**config.mk**
```make
export PLATFORM = sky130hd
export DESIGN_NAME = swu_node
export DESIGN_NICKNAME = d
export VERILOG_FILES = /design/src/swu_pkg.sv /design/src/swu_rx_byte.sv /design/src/swu_node.sv
export VERILOG_INCLUDE_DIRS = /design/src
export SDC_FILE = /design/constraint.sdc
export NUM_CORES = 1
export LEC_CHECK = 0
export ABC_AREA = 1
export BUFFER_PORTS_ARGS = -buffer_cell sky130_fd_sc_hd__buf_2
export CORE_AREA = 2 2 190 192
export CTS_CLUSTER_SIZE = 14
export DETAILED_ROUTE_END_ITERATION = 10
export DIE_AREA = 0 0 192 194
export PLACE_DENSITY = 0.57
export SYNTH_ARGS = -nofsm -noshare
export SYNTH_HDL_FRONTEND = slang
export SYNTH_HIERARCHICAL = 1
export SYNTH_SLANG_ARGS = --single-unit
```
**constraint.sdc**
```tcl
create_clock -name clock -period 2.8 [get_ports clock]
set_input_delay 0.14 -clock clock [delete_from_list [all_inputs] [get_ports clock]]
set_output_delay 0.14 -clock clock [all_outputs]
set_load 0.02 [all_outputs]
```
**src/swu_map.svh**
```systemverilog
// Constants for the single-wire UART node addressing block
`ifndef SWU_MAP_SVH
`define SWU_MAP_SVH
`define SWU_SYNC_NIBBLE      4'h5
`define SWU_REPLY_ADDR       8'hff
`define SWU_BYTE_W           4
`define SWU_READ_LEN         4'h4
`define SWU_WRITE_LEN        4'h8
`define SWU_RW_BIT           7
`define SWU_CRC_INIT         8'h00
`define SWU_NODE_ADDR_RST    8'h00
`define SWU_CNT_RST          8'h00
`define SWU_STRAP_RING       3'h7
`define SWU_CLK_HZ           20000000
`define SWU_MIN_BAUD         9000
`define SWU_IDLE_BITS        63
`define SWU_GLITCH_CYC       16
`endif

```
**src/swu_pkg.sv**
```systemverilog
// Types shared by the single-wire UART node block
package swu_pkg;
    typedef enum logic [1:0] {SWU_RX_IDLE, SWU_RX_START, SWU_RX_DATA, SWU_RX_STOP} swu_rx_st_t;

    // One received byte, presented for one cycle
    typedef struct packed {
        logic       valid;
        logic [7:0] data;
    } swu_byte_t;

    // Datagram result handed to register logic
    typedef struct packed {
        logic        write_ok;
        logic        read_ok;
        logic [6:0]  reg_addr;
        logic [31:0] data;
    } swu_dgram_t;
endpackage

```
**src/swu_rx_byte.sv**
```systemverilog
// Serial byte receiver with sync-nibble bit time measurement
`timescale 1ns/1ps
`include "swu_map.svh"
module swu_rx_byte
    import swu_pkg::*;
#(
    parameter int CNT_W = 16
) (
    input  wire logic      clock,
    input  wire logic      rst_b,
    input  wire logic      rx_in,
    input  wire logic      first_byte,
    output swu_byte_t      rx_byte,
    output logic           rx_busy
);
    initial begin
        if (CNT_W < 12) $error("swu_rx_byte: CNT_W too small for lowest baud rate");
    end

    typedef struct packed {
        swu_rx_st_t       st;
        logic [CNT_W-1:0] cnt;
        logic [CNT_W-1:0] bit_len;
        logic [3:0]       idx;
        logic [7:0]       shreg;
        logic             prev;
        swu_byte_t        out;
    } swu_rx_state_t;

    swu_rx_state_t s_q, s_d;

    // Start bit found on falling edge; the first byte of a frame measures the bit time
    // over start plus three sync bits (four bits), later bytes reuse it.
    always_comb begin
        s_d           = s_q;
        s_d.prev      = rx_in;
        s_d.out.valid = 1'b0;
        s_d.cnt       = s_q.cnt + 1'b1;
        unique case (s_q.st)
            SWU_RX_IDLE: begin
                s_d.cnt = '0;
                if (s_q.prev && !rx_in) begin
                    s_d.st  = first_byte ? SWU_RX_START : SWU_RX_DATA;
                    s_d.idx = 4'h0;
                end
            end
            SWU_RX_START: begin
                // Falling edge from sync bit 2 to bit 3 ends the four-bit measurement
                if (s_q.prev && !rx_in && s_q.cnt > CNT_W'(`SWU_GLITCH_CYC)) begin
                    if (s_q.idx == 4'h0) begin
                        // Fall from sync bit 0 to bit 1 is passed over, it ends only two bits
                        s_d.idx = 4'h1;
                    end else begin
                        s_d.bit_len = s_q.cnt >> 2;
                        // Bits 2..0 of the sync (1,0,1) land low after five more shifts
                        s_d.shreg   = 8'ha0;
                        s_d.idx     = 4'h3;
                        s_d.cnt     = s_q.cnt >> 3;
                        s_d.st      = SWU_RX_DATA;
                    end
                end else if (&s_q.cnt) begin
                    s_d.st = SWU_RX_IDLE;
                end
            end
            SWU_RX_DATA: begin
                // Sample each data bit at its centre, LSB first
                if (s_q.cnt == s_q.bit_len + (s_q.idx == 4'h0 ? (s_q.bit_len >> 1) : '0)) begin
                    s_d.cnt = '0;
                    if (s_q.idx != 4'h0 || first_byte == 1'b0 || 1'b1) begin
                        s_d.shreg = {rx_in, s_q.shreg[7:1]};
                    end
                    s_d.idx = s_q.idx + 4'h1;
                    if (s_q.idx == 4'h7) begin
                        s_d.st = SWU_RX_STOP;
                    end
                end
            end
            SWU_RX_STOP: begin
                if (s_q.cnt == s_q.bit_len) begin
                    s_d.out.valid = rx_in;
                    s_d.out.data  = s_q.shreg;
                    s_d.st        = SWU_RX_IDLE;
                end
            end
        endcase
    end

    always_ff @(posedge clock) begin
        if (!rst_b) begin
            s_q      <= '0;
            s_q.st   <= SWU_RX_IDLE;
            s_q.prev <= 1'b1;
        end else begin
            s_q <= s_d;
        end
    end

    assign rx_byte = s_q.out;
    assign rx_busy = (s_q.st != SWU_RX_IDLE);
endmodule // swu_rx_byte

```
**src/swu_node.sv**
```systemverilog
// Single-wire UART node: strap addressing, CRC check, filtering, counter, ring forward
// Functional notes
// - Strap offset weights: bit2 pin 4, bit1 pin 2, bit0 pin 1.
// - Node address equals programmed address plus strap offset, resampled every cycle until ring mode latches.
// - CRC-8 poly x^8+x^2+x+1, zero init, LSB first, includes sync.
// - Sync nibble contents never raise an error.
// - Act only on CRC-correct datagrams carrying our own address.
// - Each correct write datagram increments the datagram counter.
// - Counter is eight bits, wraps, untouched by reads.
// - Register address bit 7: zero read, one write.
// - Normal mode: pin is in and out; ring: input only, chain pin outputs.
// - Next-address output is high after reset until programmed low.
// - All straps high selects ring mode.
// - Direct strap addressing serves up to seven nodes.
// - Chained next-address output feeds following node's bit-0 strap.
// - Grounded first node answers 0; downstream high-input nodes answer 1.
// - Ring mode: output idles high until address programmed.
// - Ring mode: nonzero address forwards all input data to output.
// - Address 0xff reserved for replies; loads of 0xff are ignored, though programmed plus strap can still reach it.
`timescale 1ns/1ps
`include "swu_map.svh"
module swu_node
    import swu_pkg::*;
#(
    parameter int CNT_W = 16
) (
    input  wire logic       clock,
    input  wire logic       rst_b,
    input  wire logic       single_wire_data_pin_in,
    output logic            single_wire_data_pin_out,
    output logic            single_wire_data_pin_oe,
    input  wire logic       addr_strap_bit2,
    input  wire logic       addr_strap_bit1,
    input  wire logic       addr_strap_bit0_chain_in,
    output logic            chain_next_out,
    input  wire logic [7:0] node_address_value,
    input  wire logic       node_address_load,
    input  wire logic       next_select_out_set,
    input  wire logic       next_select_out_clr,
    input  wire logic       tx_line,
    input  wire logic       tx_active,
    output logic [7:0]      node_addr_eff,
    output logic            ring_mode,
    output logic [7:0]      dgram_count,
    output swu_dgram_t      dgram,
    output logic            crc_error
);
    initial begin
        if (CNT_W < 12) $error("swu_node: CNT_W too small");
    end

    typedef struct packed {
        logic [1:0]  sw_sync;
        logic [2:0]  strap_s0;
        logic [2:0]  strap_s1;
        logic        strap_taken;
        logic [2:0]  strap;
        logic [7:0]  node_addr;
        logic        next_sel;
        logic [3:0]  byte_idx;
        logic [3:0]  dg_len;
        logic [7:0]  crc;
        logic [7:0]  addr_byte;
        logic [7:0]  reg_byte;
        logic [31:0] data;
        logic [7:0]  count;
        logic        chain_o;
        logic        sw_o;
        logic        sw_oe;
        swu_dgram_t  dg;
        logic        crc_err;
    } swu_node_state_t;

    swu_node_state_t s_q, s_d;
    swu_byte_t       rx_byte;
    logic            rx_busy;
    logic            ring;
    logic [7:0]      my_addr;

    // Byte receiver sees only the synchronised line
    swu_rx_byte #(.CNT_W(CNT_W)) u_rx (
        .clock      (clock),
        .rst_b      (rst_b),
        .rx_in      (s_q.sw_sync[1]),
        .first_byte (s_q.byte_idx == 4'h0),
        .rx_byte    (rx_byte),
        .rx_busy    (rx_busy)
    );

    // CRC over one byte, LSB first
    function automatic logic [7:0] crc_byte(input logic [7:0] c, input logic [7:0] b);
        logic [7:0] r;
        r = c;
        for (int i = 0; i < 8; i++) begin
            r = {r[6:0], r[7] ^ r[1] ^ r[0] ^ b[i]};
        end
        return r;
    endfunction

    assign ring = (s_q.strap == `SWU_STRAP_RING) && s_q.strap_taken;
    // Programmed plus strap, direct offsets 0..6
    assign my_addr = s_q.node_addr + {5'h00, s_q.strap};

    always_comb begin
        s_d           = s_q;
        s_d.dg        = '0;
        s_d.crc_err   = 1'b0;
        // Straps are pins, so two stages before use
        s_d.sw_sync   = {s_q.sw_sync[0], single_wire_data_pin_in};
        s_d.strap_s0  = {addr_strap_bit2, addr_strap_bit1, addr_strap_bit0_chain_in};
        s_d.strap_s1  = s_q.strap_s0;
        // Weighted strap sample taken once after reset
        if (!s_q.strap_taken) begin
            s_d.strap       = s_q.strap_s1;
            s_d.strap_taken = 1'b1;
        end
        // Chain input read continuously for downstream offset
        if (!ring && s_q.strap_taken) begin
            s_d.strap = s_q.strap_s1;
        end
        if (node_address_load && node_address_value != `SWU_REPLY_ADDR) begin
            s_d.node_addr = node_address_value;
        end
        if (next_select_out_clr) begin
            s_d.next_sel = 1'b0;
        end
        if (next_select_out_set) begin
            s_d.next_sel = 1'b1;
        end

        // Datagram assembly
        if (rx_byte.valid) begin
            s_d.byte_idx = s_q.byte_idx + 4'h1;
            // CRC accumulates sync through last data byte
            s_d.crc = crc_byte(s_q.byte_idx == 4'h0 ? `SWU_CRC_INIT : s_q.crc, rx_byte.data);
            unique case (s_q.byte_idx)
                4'h0: s_d.dg_len = `SWU_READ_LEN;
                4'h1: s_d.addr_byte = rx_byte.data;
                4'h2: begin
                    s_d.reg_byte = rx_byte.data;
                    s_d.dg_len = rx_byte.data[`SWU_RW_BIT] ? `SWU_WRITE_LEN : `SWU_READ_LEN;
                end
                default: ;
            endcase
            if (s_q.byte_idx >= 4'h3 && s_q.byte_idx < 4'h7) begin
                s_d.data = {s_q.data[23:0], rx_byte.data};
            end
            if (s_q.byte_idx == s_q.dg_len - 4'h1 && s_q.byte_idx != 4'h0) begin
                s_d.byte_idx = 4'h0;
                if (rx_byte.data == s_q.crc && s_q.addr_byte == my_addr) begin
                    s_d.dg.reg_addr = s_q.reg_byte[6:0];
                    s_d.dg.data     = s_q.data;
                    if (s_q.reg_byte[`SWU_RW_BIT]) begin
                        s_d.dg.write_ok = 1'b1;
                        s_d.count = s_q.count + 8'h01;
                    end else begin
                        s_d.dg.read_ok = 1'b1;
                    end
                end else if (rx_byte.data != s_q.crc) begin
                    s_d.crc_err = 1'b1;
                end
            end
        end

        if (ring) begin
            s_d.sw_oe = 1'b0;
            s_d.sw_o  = 1'b1;
            // Forward only once a nonzero address is held
            s_d.chain_o = (s_q.node_addr != 8'h00) ? s_q.sw_sync[1] : 1'b1;
        end else begin
            s_d.sw_oe   = tx_active;
            s_d.sw_o    = tx_line;
            // Chain output drives next node's bit-0 strap
            s_d.chain_o = s_q.next_sel;
        end
    end

    // All node state registered in one process
    always_ff @(posedge clock) begin
        if (!rst_b) begin
            s_q          <= '0;
            s_q.sw_sync  <= 2'b11;
            s_q.next_sel <= 1'b1;
            s_q.chain_o  <= 1'b1;
            s_q.sw_o     <= 1'b1;
            s_q.count    <= `SWU_CNT_RST;
            s_q.node_addr <= `SWU_NODE_ADDR_RST;
        end else begin
            s_q <= s_d;
        end
    end

    // Outputs straight from flops, except ring_mode and node_addr_eff, which are decoded from them
    assign single_wire_data_pin_out = s_q.sw_o;
    assign single_wire_data_pin_oe  = s_q.sw_oe;
    assign chain_next_out           = s_q.chain_o;
    assign dgram_count              = s_q.count;
    assign dgram                    = s_q.dg;
    assign crc_error                = s_q.crc_err;
    assign ring_mode                = ring;
    assign node_addr_eff            = my_addr;
endmodule // swu_node

```
* Yosys cells after proc, flatten, opt, wreduce, memory -nomap -nowiden
Cells that the tools add are included.
** Storage, ports and cells
- Bits in registers :: 192
- Bits of input ports :: 19
- Output and inout bits :: 62
** Operators by class
- Add/subtract/negate cells :: 7
- Magnitude comparators :: 3
- Equality and inequality tests :: 23
- Muxes and demuxes :: 29
- Bitwise gates (word level) :: 28
- Reductions and logical operators :: 34
** Operators by type and width (number)
- 16-bit one-hot mux with 3 select lines :: 1
- 44-bit two-way mux :: 1
- 34-bit two-way mux :: 1
- 1-bit bitwise XOR :: 24
- 18-bit two-way mux :: 1
- 14-bit by 16-bit adder with 16-bit output :: 1
- 16-bit by 1-bit adder with 16-bit output (second input constant) :: 1
- 16-bit by 14-bit equality test with 1-bit output :: 1
- 16-bit equality test :: 1
- 8-bit equality test :: 2
- 16-bit by 5-bit greater-than comparator with 1-bit output (second input constant) :: 1
- 8-bit two-way mux :: 2
- 8-bit one-hot mux with 2 select lines :: 1
- 16-bit AND reduction :: 1
- 4-bit AND reduction :: 4
- 2-bit two-way mux :: 7
- 13-bit two-way mux :: 1
- 12-bit two-way mux :: 1
- 4-bit two-way mux :: 3
- 2-bit by 1-bit != test with 1-bit output (second input constant) :: 6
- 4-bit one-hot mux with 3 select lines :: 1
- 2-bit AND reduction :: 5
- 3-bit two-way mux :: 3
- 4-bit by 1-bit adder with 4-bit output (second input constant) :: 2
- other kinds (33) :: 52

* Longest topological paths before layout
- Depth in word-level cells :: 19
- Gate-level depth with buffers :: 24
- Mapped depth without buffers :: 22

* Cells and area by module
Netlist, hierarchy kept.
** Modules (own cells, without submodules)
- swu_node :: instances 1, cells an instance 766, area each 6249.7 um^2
- swu_rx_byte :: instances 1, cells an instance 666, area each 4224.1 um^2

* Worst setup path after synthesis
OpenSTA, ideal clock, no wires.
- Path type :: reg-to-reg
- Start point :: register u_rx/s_q[18] (netlist bit)
- End point :: register u_rx/s_q[16] (netlist bit)
- Library setup time :: 0.115 ns
- Arrival :: 2.976 ns
- Required time :: 2.685 ns
- Setup slack :: -0.291 ns
- Stages on the path, launching flop included :: 22
- Cells stage by stage :: dfxtp_1 > inv_1 > ha_1 > nand3_1 > clkbuf_1 > nor2_1 > ha_1 > fa_1 > o21ai_0 > a21oi_1 > nand2_1 > nor2_1 > nand3_1 > nor2_1 > nand2_2 > nor2_2 > nand2_2 > o21ai_4 > buf_8 > nand3_1 > nand2_1 > nor2_1
** On the way
- Cells in the longest elaborated chain, start to end :: 6
- Elaborated cells between the ends (all ways) :: 7
- Classes of those cells :: add/sub (1); eq/ne (3); mux (1); reduce/logical (2)
** RTL lines
- start: declaration :: RTL line swu_rx_byte.sv:30 : swu_rx_state_t s_q, s_d;
- 4-bit logical NOT * :: RTL line swu_rx_byte.sv:50, swu_rx_byte.sv:67
- 13-bit two-way mux :: RTL line swu_rx_byte.sv:67 : if (s_q.cnt == s_q.bit_len + (s_q.idx == 4'h0 ? (s_q.bit_len >> 1) : '0)) begin
- 14-bit by 16-bit adder with 16-bit output :: RTL line swu_rx_byte.sv:67
- 16-bit equality test :: RTL line swu_rx_byte.sv:67
- 2-bit by 1-bit != test with 1-bit output (no source line)
- 4-bit AND reduction (no source line) *
Every way passes the cells marked *; elsewhere a longest branch is shown, timed or not.
A chain may end at the register's enable or synchronous reset.

* Final worst setup path
- Start point :: register u_rx/s_q[19] (netlist bit)
- End point :: register u_rx/s_q[19] (netlist bit)
** On the way
- Cells in the longest elaborated chain, start to end :: 6
- Elaborated cells between the ends (all ways) :: 11
- Classes of those cells :: add/sub (2); eq/ne (2); mux (5); reduce/logical (2)
** RTL lines (RTL line)
- 4-bit logical NOT :: swu_rx_byte.sv:50, swu_rx_byte.sv:67
- 13-bit two-way mux :: swu_rx_byte.sv:67
- 14-bit by 16-bit adder with 16-bit output :: swu_rx_byte.sv:67
- 16-bit equality test :: swu_rx_byte.sv:67
- 2-bit by 1-bit != test with 1-bit output (no source line)
- 4-bit AND reduction (no source line)
Parallel ways exist; a longest one is shown, timed or not. The select of a mux whose other input is x is not followed.

==> flow_summary_export.csv <==
group,metric,value,unit
layout,drive_gt1_share,23.8,%
synth,yosysWarningCount,6,
floorplanning,die_x,192,µm
global_route,grt_pass1_wl,43200,µm
status,outcome,"finished with violations",
floorplanning,die_height,194,µm
routing,vias,9100,
layout,final_common_cell,"nand2_1",
routing,routed_wl,27200,µm
floorplanning,ios,81,
pwr,p_per_area,570,nW/µm²
setup_path,cp_max_fo,2,
layout,post-route-util,35.8,%
cts,clkLatencyLatePin,450,ps
routing,drt_iter0_drc,502,
flow_run,drv_cap,0,
placement,gp_congestion,0.860,
layout,final_nets,1557,
worst_hold_path,min_path_type,"input pin to flop",
timing,min_period,2980,ps
cts,cts_buffers,17,
timing,setup_ws,-185,ps
routing,drc,0,
cts,clkSinkCount,190,
global_route,antenna_found_initial,0,
layout,syn_to_final_growth,20.4,%
timing,clock.fmax,335,MHz
routing,avgRoutedWirePerCell,13.7,µm
setup_path,rr_worst_depth,23,
timing,hold_violations,0,
cts,ctsHtreeMaxLevel,4,
synth,ys_seq_area_share,36.3,%
timing,setup_viol,30,
floorplanning,core,35200,µm²
floorplanning,start_util,29.7,%
synth,synth_cell_types,47,
synth,synthesis.area,10500,µm²
layout,diodes,0,
status,failed_checks,"setup timing",
floorplanning,num_rows,69,
timing,rsz0062_at_grt,"true",
global_route,grt_use_total,14.3,%
timing,clock_skew,15.4,ps
cts,clk_path_buf_depth,2,
timing,finalCritPeriodShare,107,%
layout,final_cell_mix,"240 x nand2_1, 194 x inv_1, 188 x dfxtp_1",
routing,via_per_inst,4.60,
synth,syn_avg_cell_area,7.31,µm²
placement,place_ws,-252,ps
timing,relSlewSlack,50.7,%
floorplanning,die-area,37200,µm²
routing,antenna_left,0,
cts,clk_pin_slew,70,ps
routing,drt_pass1_iterations,5,
worst_hold_path,hold_depth,3,
setup_path,worstSetupPathType,"flop to flop",
setup_path,worstPathRequired,3160,ps
cts,clock-root-buffer,"clkbuf_16",
cts,cts_tree,"built",
setup_path,rrSetupSlack,-180,ps
pwr,leakage,5.44,nW
setup_path,cp-start-kind,"flop",
timing,slew_violations,0,
global_route,grt_pass1_vias,8513,
placement,numPortBuffers,80,
setup_path,critPathCaptureType,"flop",
synth,synthCells,1432,
synth,synth.ff_latch_count,190,
placement,place.detailed.hpwl,19200,µm
global_route,grt_start_max_net_pins,82,
global_route,grt_overflow,0,
setup_path,critPathArrivalTime,3350,ps
timing,worstMarginPinSlew,740,ps
pwr,ir_worst_vdd,0.000448,V
synth,synth_fp_nets,1483,
==> synthesized netlist by cell type (all sizes together) <==
cell / count / area share [%]
dfxtp: 190 / 36
nand2: 272 / 10
inv: 207 / 7.4
clkbuf: 31 / 1.1
or2: 7 / 0.42
xnor2: 20 / 1.7
o22ai: 6 / 0.36
a21oi: 132 / 6.4
xor2: 31 / 2.6
nand4: 30 / 1.8
o21ai: 99 / 4.8
and2: 1 / 0.060
o32ai: 1 / 0.084
ha: 30 / 3.6
or3: 1 / 0.060
a211oi: 2 / 0.14
a31oi: 1 / 0.060
and3: 1 / 0.060
nand3: 95 / 4.9
o211ai: 14 / 1.0
nor2: 145 / 8.5
o21bai: 1 / 0.18
nor3: 14 / 0.81
clkinv: 3 / 0.11
o31ai: 1 / 0.072
buf: 79 / 5.9
fa: 2 / 0.38
nor4: 6 / 0.36
nand3b: 10 / 0.72
==> report_power, final <==
part           internal [mW]  switching [mW]
Sequential              2.82          0.0998
Clock                   1.26            1.32
Combinational          0.710           0.980
==> flip-flops by register name, summed over array words and instances, names as in the netlist <==
name / count
crc_error: 1
dgram_count: 8
s_q: 79
s_d: 4
single_wire_data_pin_oe: 1
u_rx/rx_byte: 9
single_wire_data_pin_out: 1
dgram: 41
chain_next_out: 1
u_rx/s_q: 45
==> final cells by class <==
cell class	count	area, µm²
sequential	190	3810
inverter	210	788
multi-input combinational	923	5620
tap	461	577
clock buffer	17	425
clock inverter	15	213
timing repair buffer	164	1180
fill	3701	22600
==> routing by layer <==
layer | GRT usage (%) | part of all wire [%]
met5 | 0 | 0
met4 | 3.59 | 1.1
met2 | 23.6 | 48
met1 | 19.4 | 47
met3 | 2.35 | 4.5
==> stage by stage <==
step	instance area, µm²	hold WS, ps	power, mW	setup TNS, ps	std cells
floorplan	10500	168	3.90	0	1432
global placement	11100	329	4.17	-3680	1906
detailed placement	11100	331	4.20	-5390	1906
CTS	12100	4.45	7.08	-1330	1972
global route	12600	45.1	7.55	-7940	1980
finish	12600	29.8	7.19	-1750	1980
==> critical path: stages, from the launching register on <==
cell and delay (ps):
dfxtp_2 340, inv_2 50, buf_4 130, buf_4 120, buf_4 120, buf_4 120, buf_4 120, buf_4 130
buf_4 130, buf_4 120, buf_4 120, buf_4 120, buf_4 120, buf_4 120, buf_4 120, buf_4 120
buf_4 120, buf_4 120, buf_4 120, buf_4 120, buf_6 110, nand2_2 50, nand2_1 50, nor2_1 130
==> timing repair <==
action	CTS	global route
hold buffers	8	0
pin swaps	23	34
setup buffers	24	4
hold endpoints to repair	7	0
gates cloned	2	4
setup endpoints to repair	30	78
resized for setup	34	86
==> kinds of logic after synthesis <==
| group | Yosys count | share of synthesized area, % |
|---|---|---|
| simple gates | 582 | 27.8 |
| buf+inv | 320 | 14.6 |
| compound gates | 257 | 13.1 |
| flops | 190 | 36.3 |
| xor+xnor | 51 | 4.26 |
| fa+ha+maj | 32 | 3.97 |
==> worst paths after layout <==
path                                             from      endpoint
worst max-delay path                     u_rx/s_q[19]  u_rx/s_q[19]
worst min-delay path            node_address_value[2]      s_q[120]
worst max register to register           u_rx/s_q[19]  u_rx/s_q[19]
worst min register to register               s_d[131]      s_q[131]
(Power assumes the default switching activity.)
